**src/rstc_params.svh**
```systemverilog
/*
  constants for the reset, setup and test mode control block.
  assumes inclusion by bare name; holds definitions only.
*/
`ifndef RSTC_PARAMS_SVH
`define RSTC_PARAMS_SVH

// ==========================================
// register indices and host ports
`define RSTC_XR_OUTPUT_DRIVE 8'h6c
`define RSTC_XR_WRITE_PROTECT 8'h15
`define RSTC_XR_PORT_DISABLE 8'h70
`define RSTC_XR_STRAPS 8'h01
`define RSTC_IO_XR_INDEX 16'h03d6
`define RSTC_IO_XR_DATA 16'h03d7
`define RSTC_IO_GLOBAL_EN_SETUP 16'h0102
`define RSTC_IO_GLOBAL_EN_DIRECT 16'h03c3
`define RSTC_IO_SETUP_PORT 16'h46e8

// ==========================================
// field positions
`define RSTC_DRV_PANEL_BIT 2
`define RSTC_DRV_BUS_BIT 3
`define RSTC_DRV_MEM_BIT 4
`define RSTC_SETUP_BIT 4
`define RSTC_GEN_BIT 0
`define RSTC_PDIS_SETUP_BIT 0
`define RSTC_PDIS_GEN_BIT 1

// ==========================================
// reset values
`define RSTC_DRV_RESET 8'h00
`define RSTC_WP_RESET 8'h00
`define RSTC_PDIS_RESET 8'h00

// ==========================================
// timing
`define RSTC_RESET_MIN_CYCLES 64

`endif

```
**src/rstc_pkg.sv**
```systemverilog
/*
  types for the reset, setup and test mode control block.
  assumes nothing beyond the params header.
*/
package rstc_pkg;

  typedef enum logic [1:0]
  {
    RSTC_BUS_PI,
    RSTC_BUS_ADDIN,
    RSTC_BUS_LOCAL,
    RSTC_BUS_ISA
  } rstc_bus_t;

  typedef enum
  {
    RSTC_TM_NORMAL,
    RSTC_TM_TRISTATE,
    RSTC_TM_ICT
  } rstc_test_t;

endpackage

```
**src/rstc_top.sv**
```systemverilog
/*
  chip mode control: reset, global enable, setup mode, tri-state and
  in-circuit test modes, strap capture, drive select, write protect,
  extension register access and the synthesizer power-down output.
  assumes an 8-bit host i/o port with one-cycle read and write strobes,
  and a memory clock pin that is sampled on CLK_I.
*/
`timescale 1ns/1ps
`include "rstc_params.svh"

module rstc_top
  import rstc_pkg::*;
(
  // clock and reset
  input wire logic CLK_I,
  input wire logic RSTN_I,
  // chip pins
  input wire logic RESET_PIN_I,
  input wire logic MEMORY_CLOCK_INPUT_I,
  input wire logic MEM_BANK_A_DATA0_I,
  input wire logic MEM_BANK_B_DATA0_I,
  input wire logic MEM_BANK_A_DATA1_I,
  input wire logic MEM_BANK_B_DATA1_I,
  input wire logic [7:0] STRAP_I,
  input wire logic SETUP_SEL_N_I,
  input wire logic STANDBY_IN_N_I,
  input wire logic PANEL_LOGIC_POWER_EN_N_I,
  input wire logic FOUR_VRAM_I,
  input wire logic VIDEO_ACTIVE_I,
  input wire logic [15:0] ICT_PINS_I,
  // host i/o port
  input wire logic [15:0] IO_ADDR_I,
  input wire logic [7:0] IO_WDATA_I,
  input wire logic IO_WR_I,
  input wire logic IO_RD_I,
  input wire logic [3:0] STD_WR_GROUP_I,
  // outputs
  output logic [7:0] IO_RDATA_O,
  output logic IO_ACK_O,
  output logic [3:0] STD_WR_ALLOW_O,
  output logic CHIP_ENABLED_O,
  output logic SETUP_MODE_O,
  output logic COMPAT_MODE_O,
  output logic CRT_SELECT_O,
  output logic VIDEO_OUT_EN_O,
  output logic STANDBY_O,
  output logic TRISTATE_O,
  output logic INCIRCUIT_TEST_MODE_O,
  output logic VSYNC_O,
  output logic VSYNC_OE_O,
  output logic SYNTH_POWERDOWN_OUT_N_O,
  output logic SYNTH_POWERDOWN_OE_O,
  output logic [2:0] DRIVE_DOUBLE_O,
  output logic [1:0] BUS_TYPE_O
);

  // ==========================================
  // state
  logic [7:0] xr_index_reg, output_drive_reg, write_protect_reg, port_disable_ctl, strap_reg;
  logic global_en_reg, setup_reg, setup_video_reg, reset_last_reg;
  rstc_test_t test_reg;
  rstc_bus_t bus_type;
  logic mclk_rise, chain_high, setup_active;
  logic io_hit_index, io_hit_data, io_hit_setup, io_hit_gen;

  rstc_edge rstc_edge_inst
  (.clk_i(CLK_I), .rstn_i(RSTN_I), .sig_i(MEMORY_CLOCK_INPUT_I), .rise_o(mclk_rise));

  rstc_chain #(.W(16)) rstc_chain_inst
  (.pins_i(ICT_PINS_I), .all_high_o(chain_high));

  // ==========================================
  // address decode
  function automatic logic addr_is(input logic [15:0] a, input logic [15:0] p);
    addr_is = (a == p);
  endfunction

  assign bus_type = rstc_bus_t'({strap_reg[1], strap_reg[0]});
  assign setup_active = setup_reg | ((bus_type == RSTC_BUS_ADDIN) & ~SETUP_SEL_N_I);
  assign io_hit_index = addr_is(IO_ADDR_I, `RSTC_IO_XR_INDEX) & ~setup_active;
  assign io_hit_data = addr_is(IO_ADDR_I, `RSTC_IO_XR_DATA) & ~setup_active;
  assign io_hit_setup = addr_is(IO_ADDR_I, `RSTC_IO_SETUP_PORT) & (bus_type == RSTC_BUS_ISA)
    & ~port_disable_ctl[`RSTC_PDIS_SETUP_BIT];
  // in setup mode the global enable sits at 102h, elsewhere at 3C3h on direct buses
  assign io_hit_gen = setup_active ? addr_is(IO_ADDR_I, `RSTC_IO_GLOBAL_EN_SETUP)
    : (addr_is(IO_ADDR_I, `RSTC_IO_GLOBAL_EN_DIRECT) & (bus_type inside {RSTC_BUS_PI, RSTC_BUS_LOCAL})
    & ~port_disable_ctl[`RSTC_PDIS_GEN_BIT]);

  // ==========================================
  // strap capture on reset fall
  always_ff @(posedge CLK_I or negedge RSTN_I)
  begin
    if (!RSTN_I)
      reset_last_reg <= 1'b0;
    else
      reset_last_reg <= RESET_PIN_I;
  end

  always_ff @(posedge CLK_I or negedge RSTN_I)
  begin
    if (!RSTN_I)
      strap_reg <= 8'hff;
    else if (reset_last_reg && !RESET_PIN_I)
      strap_reg <= STRAP_I;
  end

  // ==========================================
  // extension registers; reset pin clears them, index access gated off while setup is active
  always_ff @(posedge CLK_I or negedge RSTN_I)
  begin
    if (!RSTN_I)
    begin
      xr_index_reg <= 8'h00;
      output_drive_reg <= `RSTC_DRV_RESET;
      write_protect_reg <= `RSTC_WP_RESET;
      port_disable_ctl <= `RSTC_PDIS_RESET;
    end
    else if (RESET_PIN_I)
    begin
      xr_index_reg <= 8'h00;
      output_drive_reg <= `RSTC_DRV_RESET;
      write_protect_reg <= `RSTC_WP_RESET;
      port_disable_ctl <= `RSTC_PDIS_RESET;
    end
    else if (IO_WR_I && io_hit_index)
      xr_index_reg <= IO_WDATA_I;
    else if (IO_WR_I && io_hit_data)
    begin
      unique case (xr_index_reg)
        `RSTC_XR_OUTPUT_DRIVE: output_drive_reg <= IO_WDATA_I;
        `RSTC_XR_WRITE_PROTECT: write_protect_reg <= IO_WDATA_I;
        `RSTC_XR_PORT_DISABLE: port_disable_ctl <= IO_WDATA_I;
        default: ;
      endcase
    end
  end

  // ==========================================
  // global enable and setup mode
  always_ff @(posedge CLK_I or negedge RSTN_I)
  begin
    if (!RSTN_I)
      global_en_reg <= 1'b0;
    else if (RESET_PIN_I)
      global_en_reg <= 1'b0;
    else if (IO_WR_I && io_hit_gen)
      global_en_reg <= IO_WDATA_I[`RSTC_GEN_BIT];
  end

  always_ff @(posedge CLK_I or negedge RSTN_I)
  begin
    if (!RSTN_I)
      setup_reg <= 1'b0;
    else if (RESET_PIN_I)
      setup_reg <= 1'b0;
    else if (IO_WR_I && io_hit_setup)
      setup_reg <= IO_WDATA_I[`RSTC_SETUP_BIT];
  end

  // video state frozen while setup is active
  always_ff @(posedge CLK_I or negedge RSTN_I)
  begin
    if (!RSTN_I)
      setup_video_reg <= 1'b0;
    else if (!setup_active)
      setup_video_reg <= VIDEO_ACTIVE_I;
  end

  // ==========================================
  // tri-state and in-circuit test modes
  always_ff @(posedge CLK_I or negedge RSTN_I)
  begin
    if (!RSTN_I)
      test_reg <= RSTC_TM_NORMAL;
    else
    begin
      unique case (test_reg)
        RSTC_TM_NORMAL:
          if (mclk_rise && RESET_PIN_I && !MEM_BANK_A_DATA0_I && !MEM_BANK_B_DATA0_I)
            test_reg <= RSTC_TM_TRISTATE;
          else if (mclk_rise && RESET_PIN_I && !MEM_BANK_A_DATA1_I && !MEM_BANK_B_DATA1_I)
            test_reg <= RSTC_TM_ICT;
        RSTC_TM_TRISTATE:
          if (MEM_BANK_A_DATA0_I || MEM_BANK_B_DATA0_I || !RESET_PIN_I)
            test_reg <= RSTC_TM_NORMAL;
        RSTC_TM_ICT:
          // exit only on a clock rise, so the tester must move the clock pin last
          if (mclk_rise && (MEM_BANK_A_DATA1_I || MEM_BANK_B_DATA1_I || !RESET_PIN_I))
            test_reg <= RSTC_TM_NORMAL;
      endcase
    end
  end

  // ==========================================
  // registered outputs
  always_ff @(posedge CLK_I or negedge RSTN_I)
  begin
    if (!RSTN_I)
    begin
      IO_RDATA_O <= 8'h00;
      IO_ACK_O <= 1'b0;
    end
    else
    begin
      IO_ACK_O <= (IO_RD_I || IO_WR_I) && (io_hit_index || io_hit_data || io_hit_gen || io_hit_setup);
      IO_RDATA_O <= 8'h00;
      if (IO_RD_I && io_hit_index)
        IO_RDATA_O <= xr_index_reg;
      else if (IO_RD_I && io_hit_gen)
        IO_RDATA_O <= {7'h00, global_en_reg};
      else if (IO_RD_I && io_hit_setup)
        IO_RDATA_O <= {3'h0, setup_reg, 4'h0};
      else if (IO_RD_I && io_hit_data)
      begin
        unique case (xr_index_reg)
          `RSTC_XR_OUTPUT_DRIVE: IO_RDATA_O <= output_drive_reg;
          `RSTC_XR_WRITE_PROTECT: IO_RDATA_O <= write_protect_reg;
          `RSTC_XR_PORT_DISABLE: IO_RDATA_O <= port_disable_ctl;
          `RSTC_XR_STRAPS: IO_RDATA_O <= strap_reg;
          default: IO_RDATA_O <= 8'h00;
        endcase
      end
    end
  end

  always_ff @(posedge CLK_I or negedge RSTN_I)
  begin
    if (!RSTN_I)
    begin
      STD_WR_ALLOW_O <= 4'h0;
      CHIP_ENABLED_O <= 1'b0;
      SETUP_MODE_O <= 1'b0;
      COMPAT_MODE_O <= 1'b1;
      CRT_SELECT_O <= 1'b1;
      VIDEO_OUT_EN_O <= 1'b0;
      STANDBY_O <= 1'b0;
      DRIVE_DOUBLE_O <= 3'h0;
      BUS_TYPE_O <= 2'h3;
    end
    else
    begin
      STD_WR_ALLOW_O <= STD_WR_GROUP_I & ~write_protect_reg[3:0];
      CHIP_ENABLED_O <= global_en_reg & ~RESET_PIN_I;
      SETUP_MODE_O <= setup_active;
      COMPAT_MODE_O <= RESET_PIN_I;
      CRT_SELECT_O <= RESET_PIN_I;
      VIDEO_OUT_EN_O <= setup_active ? setup_video_reg : VIDEO_ACTIVE_I;
      STANDBY_O <= ~STANDBY_IN_N_I;
      DRIVE_DOUBLE_O <= {output_drive_reg[`RSTC_DRV_MEM_BIT], output_drive_reg[`RSTC_DRV_BUS_BIT],
        output_drive_reg[`RSTC_DRV_PANEL_BIT]};
      BUS_TYPE_O <= 2'(bus_type);
    end
  end

  always_ff @(posedge CLK_I or negedge RSTN_I)
  begin
    if (!RSTN_I)
    begin
      TRISTATE_O <= 1'b0;
      INCIRCUIT_TEST_MODE_O <= 1'b0;
      VSYNC_O <= 1'b0;
      VSYNC_OE_O <= 1'b0;
      SYNTH_POWERDOWN_OUT_N_O <= 1'b1;
      SYNTH_POWERDOWN_OE_O <= 1'b0;
    end
    else
    begin
      TRISTATE_O <= (test_reg == RSTC_TM_TRISTATE) || (test_reg == RSTC_TM_ICT);
      INCIRCUIT_TEST_MODE_O <= (test_reg == RSTC_TM_ICT);
      VSYNC_O <= chain_high;
      VSYNC_OE_O <= (test_reg != RSTC_TM_TRISTATE);
      SYNTH_POWERDOWN_OUT_N_O <= ~(~STANDBY_IN_N_I & PANEL_LOGIC_POWER_EN_N_I);
      SYNTH_POWERDOWN_OE_O <= ~FOUR_VRAM_I && (test_reg == RSTC_TM_NORMAL);
    end
  end

  // ==========================================
  // checks
  AST_SYNTH_PD: assert property (@(posedge CLK_I) disable iff (!RSTN_I)
    1'b1 |=> SYNTH_POWERDOWN_OUT_N_O == !($past(!STANDBY_IN_N_I) && $past(PANEL_LOGIC_POWER_EN_N_I)))
    else $error("synth power-down mismatch");
  AST_FOUR_VRAM: assert property (@(posedge CLK_I) disable iff (!RSTN_I)
    FOUR_VRAM_I |=> !SYNTH_POWERDOWN_OE_O) else $error("power-down driven in four vram mode");
  AST_DRIVE_BITS: assert property (@(posedge CLK_I) disable iff (!RSTN_I)
    ##1 DRIVE_DOUBLE_O == {$past(output_drive_reg[4]), $past(output_drive_reg[3]), $past(output_drive_reg[2])})
    else $error("drive select mismatch");
  AST_PROTECT: assert property (@(posedge CLK_I) disable iff (!RSTN_I)
    write_protect_reg[0] |=> !STD_WR_ALLOW_O[0]) else $error("protected group allowed");
  AST_RESET_DISABLE: assert property (@(posedge CLK_I) disable iff (!RSTN_I)
    RESET_PIN_I |=> !global_en_reg && !CHIP_ENABLED_O && CRT_SELECT_O) else $error("enabled in reset");
  AST_SETUP_FREEZE: assert property (@(posedge CLK_I) disable iff (!RSTN_I)
    setup_active && $past(setup_active) |=> VIDEO_OUT_EN_O == $past(setup_video_reg))
    else $error("video state moved in setup");
  AST_TRI_ENTER: assert property (@(posedge CLK_I) disable iff (!RSTN_I)
    test_reg == RSTC_TM_NORMAL && mclk_rise && RESET_PIN_I && !MEM_BANK_A_DATA0_I && !MEM_BANK_B_DATA0_I
    |=> test_reg == RSTC_TM_TRISTATE ##1 TRISTATE_O) else $error("tri-state not entered");
  AST_TRI_EXIT: assert property (@(posedge CLK_I) disable iff (!RSTN_I)
    test_reg == RSTC_TM_TRISTATE && !RESET_PIN_I |=> test_reg == RSTC_TM_NORMAL) else $error("tri-state held");
  AST_ICT_HOLD: assert property (@(posedge CLK_I) disable iff (!RSTN_I)
    test_reg == RSTC_TM_ICT && !mclk_rise |=> test_reg == RSTC_TM_ICT) else $error("test mode left without clock");
  AST_ICT_VSYNC: assert property (@(posedge CLK_I) disable iff (!RSTN_I)
    test_reg == RSTC_TM_ICT |=> VSYNC_OE_O && VSYNC_O == $past(&ICT_PINS_I)) else $error("chain output wrong");
  AST_STRAP: assert property (@(posedge CLK_I) disable iff (!RSTN_I)
    $fell(RESET_PIN_I) |=> strap_reg == $past(STRAP_I)) else $error("strap not captured");

  COV_TRI: cover property (@(posedge CLK_I) disable iff (!RSTN_I) test_reg == RSTC_TM_TRISTATE);
  COV_ICT: cover property (@(posedge CLK_I) disable iff (!RSTN_I) test_reg == RSTC_TM_ICT);
  COV_SETUP: cover property (@(posedge CLK_I) disable iff (!RSTN_I) $rose(setup_active));
  COV_ENABLE: cover property (@(posedge CLK_I) disable iff (!RSTN_I) $rose(CHIP_ENABLED_O));
endmodule

```
**src/rstc_edge.sv**
```systemverilog
/*
  rising edge detector for a synchronous input.
  assumes the input is already synchronous to clk_i.
*/
`timescale 1ns/1ps
module rstc_edge
(
  input wire logic clk_i,
  input wire logic rstn_i,
  input wire logic sig_i,
  output logic rise_o
);
  logic last_reg;

  always_ff @(posedge clk_i or negedge rstn_i)
  begin
    if (!rstn_i)
      last_reg <= 1'b0;
    else
      last_reg <= sig_i;
  end

  assign rise_o = sig_i & ~last_reg;
endmodule

```
**src/rstc_chain.sv**
```systemverilog
/*
  and-chain of the pins under in-circuit test.
  assumes the pin vector is sampled synchronously.
*/
`timescale 1ns/1ps
module rstc_chain #(parameter int W = 16)
(
  input wire logic [W-1:0] pins_i,
  output logic all_high_o
);
  logic [W:0] acc;

  assign acc[0] = 1'b1;
  genvar g;
  generate
    for (g = 0; g < W; g++)
    begin : g_and
      assign acc[g+1] = acc[g] & pins_i[g];
    end
  endgenerate
  assign all_high_o = acc[W];
endmodule

```
**config.mk**
```make
export PLATFORM = sky130hd
export DESIGN_NAME = rstc_top
export DESIGN_NICKNAME = d
export VERILOG_FILES = /design/src/rstc_pkg.sv /design/src/rstc_top.sv /design/src/rstc_edge.sv /design/src/rstc_chain.sv
export VERILOG_INCLUDE_DIRS = /design/src
export SDC_FILE = /design/constraint.sdc
export NUM_CORES = 1
export LEC_CHECK = 0
export BUFFER_PORTS_ARGS = -buffer_cell sky130_fd_sc_hd__buf_4
export CORE_MARGIN = 2
export CORE_UTILIZATION = 50
export DETAILED_ROUTE_END_ITERATION = 10
export PLACE_DENSITY = 0.77
export SLEW_MARGIN = 15
export SYNTH_ARGS = -nofsm -noshare
export SYNTH_HDL_FRONTEND = slang
export SYNTH_SLANG_ARGS = --single-unit
export TNS_END_PERCENT = 30
```
**constraint.sdc**
```tcl
create_clock -name CLK_I -period 2.53 [get_ports CLK_I]
set_input_delay 0.3795 -clock CLK_I [delete_from_list [all_inputs] [get_ports CLK_I]]
set_output_delay 0.3795 -clock CLK_I [all_outputs]
set_load 0.05 [all_outputs]
```
### Word-level counts from Yosys, hierarchy flattened

Index checks and enable logic that the tools add are counted.

* bitwise operators: 37
* eq/ne operators: 21
* muxes and demuxes: 29
* reductions and logical operators: 46

Operators by type and width (number)
* two-way mux 8 bit: 18
* two-way mux 32 bit: 4
* case mux 32 bit (3 select lines): 1
* == test 32 x 2 -> 1 bit, second input constant: 2
* logical NOT 32 bit: 2
* == test 16 x 10 -> 1 bit, second input constant: 3
* == test 32 x 1 -> 1 bit, second input constant: 1
* == test 32 x 3 -> 1 bit, second input constant: 1
* != test 32 x 2 -> 1 bit, second input constant: 1
* case mux 8 bit (4 select lines): 1
* bitwise AND 1 bit: 25
* logical AND 1 bit: 17
* == test 16 x 15 -> 1 bit, second input constant: 1
* == test 16 x 9 -> 1 bit, second input constant: 1
* == test 8 x 7 -> 1 bit, second input constant: 2
* nonzero test 2 bit: 8
* AND reduction 3 bit: 4
* logical OR 1 bit: 9
* NOT 1 bit: 9
* == test 8 x 1 -> 1 bit, second input constant: 1
* == test 8 x 5 -> 1 bit, second input constant: 1
* != test 2 bit, second input constant: 3
* logical NOT 1 bit: 5
* two-way mux 1 bit: 5
* 7 further kinds: 8

* bits in registers: 105
* output and inout bits: 30
* logic and storage cells: 159

### Depth between registers and ports, before layout

* word-level depth: 15
* depth in mapped cells: 6
* depth with buffers taken out: 5

### Modules after synthesis

A second synthesis with hierarchy kept.

* cell total of the unflattened synthesis: 289
* area, all modules: 3410.8 µm²

Modules (own cells, without submodules)
* rstc_top: cells an instance 282, instances 1, area an instance 3334.4 µm²
* rstc_edge: cells an instance 2, instances 1, area an instance 38.8 µm²
* rstc_chain: cells an instance 5, instances 1, area an instance 37.5 µm²

### Worst setup path before layout

No wires, ideal clock.

* path kind: input to register
* from: in IO_ADDR_I[11]
* to: reg output_drive_reg[0]
* arrival: 1905 ps
* library setup time: 132 ps
* path slack: 493 ps
* stages on the path: 5
* path through: or4_4 > nor3_2 > nand4_4 > mux2i_1 > nor2_1

* longest elaborated chain between the ends: 5

RTL lines
* start, declared: line rstc_top.sv:32 `input wire logic [15:0] IO_ADDR_I,`
* == test 16 x 10 -> 1 bit: line rstc_top.sv:75 `addr_is = (a == p);`
* bitwise AND 1 bit, on equally long branches: line rstc_top.sv:80, rstc_top.sv:81
* logical AND 1 bit, on equally long branches: line rstc_top.sv:125, rstc_top.sv:127
* != test 2 bit (no source line) / nonzero test 2 bit (equally long branches)
* AND reduction 3 bit (no source line) (*)
* end signal, assigned: line rstc_top.sv:114 `` output_drive_reg <= `RSTC_DRV_RESET; ``
* end signal, assigned: line rstc_top.sv:121 `` output_drive_reg <= `RSTC_DRV_RESET; ``
* end, declared: line rstc_top.sv:59 `logic [7:0] xr_index_reg, output_drive_reg, write_protect_reg, port_disable_ctl, strap_reg;`

Mark *: on every way between the ends. The rest lies on a longest branch, timed or not.
A chain may end at the register's enable or synchronous reset.

### Worst setup path after layout

* from: reg xr_index_reg[2]
* to: reg port_disable_ctl[3]

* longest elaborated chain between the ends: 3

RTL lines
* start, declared: line rstc_top.sv:59
* start signal, assigned: line rstc_top.sv:113 `xr_index_reg <= 8'h00;`
* start signal, assigned: line rstc_top.sv:120 `xr_index_reg <= 8'h00;`
* start signal, assigned: line rstc_top.sv:126 `xr_index_reg <= IO_WDATA_I;`
* == test 8 x 7 -> 1 bit: line rstc_top.sv:129 `unique case (xr_index_reg)`
* nonzero test 2 bit (no source line)
* AND reduction 3 bit (no source line)
* end signal, assigned: line rstc_top.sv:116 `` port_disable_ctl <= `RSTC_PDIS_RESET; ``
* end signal, assigned: line rstc_top.sv:123 `` port_disable_ctl <= `RSTC_PDIS_RESET; ``
* end, declared: line rstc_top.sv:59

Every way passes these cells.

==> reports/qor.csv <==
metric,value,unit
outcome,completed,
wire_per_inst,16.8,um
required,2.75,ns
worstPathMaxFanout,8,
die_h,87.4,um
hold_viol,0,
combPwrFrac,0.178,
muxShareOfSynthArea,0.134,
max-vdd-ir-drop,0.417,mV
utilization,0.657,
use_met2,0.355,
cts_root_buf,clkbuf_8,
cts_sinks,75,
pwr-share-clk,0.317,
first_pass_iters,5,
port_buffers,96,
n_antenna_cell,0,
p_seq_frac,0.505,
start_kind,register,
swShare,0.288,
ys_seq_area_frac,0.544,
ys_ff_latch,75,
place_congestion,0.930,
setup_viol,0,
synth_top_family_by_area,simple AND/OR/NAND/NOR gates,
postCtsHoldBufs,0,
max_slew_margin,0.391,
synth_xor_area_frac,0,
drc,0,
crit_arrival,2.37,ns
vias_per_cell,5.67,
use_met1,0.299,
p_sw,0.752,mW
hold_class,in -> reg,
cts_setup_buffers,0,
initial_core_util,0.514,
top_usage_layer,met2,
ios,97,
hpwl,5.85,mm
ant_nets,0,
syn_inst,293,
yosys.area_share.simple,0.207,
grt_setup_unrepaired,no,
grt_pass1_wl,13.1,mm
die_area,0.00763,mm^2
slew_violations,0,
tns,0,ns
syn_area,0.00347,mm^2
syn_nets,363,
synthDistinctLibCells,48,
drt_iter0_drc,257,
grt_usage,0.225,
clk_latency,0.34,ns
cts_tree,done,
yosysWarningCount,0,
crit_path_end_kind,register,
grt_max_degree,76,
synth_edf_count,0,
overflow,0,
tightest_slew,0.913,ns
wirelength,7.98,mm
synth_top_flop_cell,dfrtp_1,
synth_compound_area_frac,0.0803,
cts_inserted_buffers,9,
htreeDepth,3,
p_leak,2.30,nW
die_width,87.4,um
num_vias,2701,
worstSetupPathType,reg -> reg,
power_density,588,mW/mm^2
period_minus_slack,2.15,ns
max_freq,464,MHz
syn2layout_area_growth,27.8,%
skew,0.0103,ns
async_reset_ff_frac,1.00,
synthAdderAreaFrac,0.0108,
grt_use_met3,0.0645,
drv_cap,0,
cts_buffer_depth,2,
synth_area_per_cell,11.9,um^2
drive_gt1_frac,0.376,
coreArea,0.00676,mm^2
internal-power,1.86,mW
fin_nets,461,
grt_antenna_before_repair,0,
timing.final.crit_share,0.852,
clkTransAtPathRegs,0.08,ns
postCtsResizedCells,0,
rows,30,
grt_pass1_vias,2684,
routing by layer:
| metal | share of wire | wire (um) |
|---|---|---|
| met2 | 0.49 | 3870 |
| met5 | 0 | 0 |
| met4 | 0.019 | 150 |
| met3 | 0.076 | 604 |
| met1 | 0.42 | 3350 |
power groups by stage:
stage                     combinational, mW  sequential [mW]  clock, mW
after floorplan                       0.137             1.46          0
after global placement                0.452             1.34          0
after detailed placement              0.469             1.34          0
after CTS                             0.470             1.32      0.844
after global routing                  0.498             1.33      0.908
final                                 0.465             1.32      0.828
final timing paths:
kind                                       from                 endpoint  slack (ns)  cells past startpoint
min reg2reg                        strap_reg[1]            BUS_TYPE_O[1]        0.40                      0
max in group asynchronous                RSTN_I        STD_WR_ALLOW_O[1]        1.77                      1
max reg2reg                     xr_index_reg[2]      port_disable_ctl[3]        0.38                      5
max                             xr_index_reg[2]      port_disable_ctl[3]        0.38                      5
min in group asynchronous                RSTN_I        DRIVE_DOUBLE_O[0]        0.16                      1
min                        MEMORY_CLOCK_INPUT_I  rstc_edge_inst.last_reg        0.14                      1
Yosys cell counts (all sizes together) (3+ instances only):
| master | n | area [um^2] |
|---|---|---|
| dfrtp | 63 | 1580 |
| nor2 | 48 | 180 |
| mux2i | 34 | 340 |
| dfstp | 12 | 315 |
| nand4 | 12 | 120 |
| mux2 | 11 | 124 |
| a22o | 9 | 81.3 |
| nor2b | 9 | 56.3 |
| clkbuf | 8 | 30.0 |
| a22oi | 7 | 52.6 |
| inv | 7 | 26.3 |
| nand2 | 7 | 26.3 |
| nor4 | 7 | 58.8 |
| a221o | 6 | 60.1 |
| nand3 | 5 | 37.5 |
| and2 | 4 | 26.3 |
| buf | 4 | 26.3 |
| nor3 | 4 | 25.0 |
| and4b | 3 | 30.0 |
| ha | 3 | 37.5 |
| nand2b | 3 | 18.8 |
| nand4b | 3 | 26.3 |
| nor4b | 3 | 26.3 |
area by class of cell:
cell class,instances,area (um^2)
clock buffers,11,141
clock inverters,5,38.8
fillers,561,2310
inverters,7,26.3
multi-input cells,199,1500
flip-flops and latches,75,1890
well taps,80,100
repair buffers,99,743
logic make-up after synthesis:
group	count (synthesis)
adder cells (fa/ha/maj)	3
multiplexers	45
AND/OR/NAND/NOR	118
flip-flops	75
AO/OA/AOI/OAI	33
buffers and inverters	19
cells in the final DEF, fill, tap and decap left out, types with 6 or more instances in the layout:
cell type and count:
a22o_1 7, nand2_1 7, inv_1 7, dfstp_2 12, dfrtp_1 63, nand4_1 9, clkbuf_8 10, mux2_2 11
nor2_1 48, nor2b_1 9, buf_4 99, mux2i_1 34, a22oi_1 7, nor4_1 6, a221o_1 6
critical path: stages, from the launching register on:
cell and delay, ns:
dfrtp_1 0.47, nor4_1 0.55, and2_1 0.44, nand4_4 0.27, mux2i_1 0.22, nor2_1 0.07
per-stage QoR:
stage                     cells  area [um^2]  worst slack, ns  hold slack, ns  power [mW]
after floorplan             293         3470            0.493          0.0839        1.60
after global placement      460         4260            0.413           0.398        1.79
after detailed placement    460         4260            0.340           0.398        1.81
after CTS                   476         4440            0.397           0.136        2.63
after global routing        476         4440            0.251           0.125        2.74
final                       476         4440            0.376           0.144        2.61
Power figures use the tool's default switching activity.
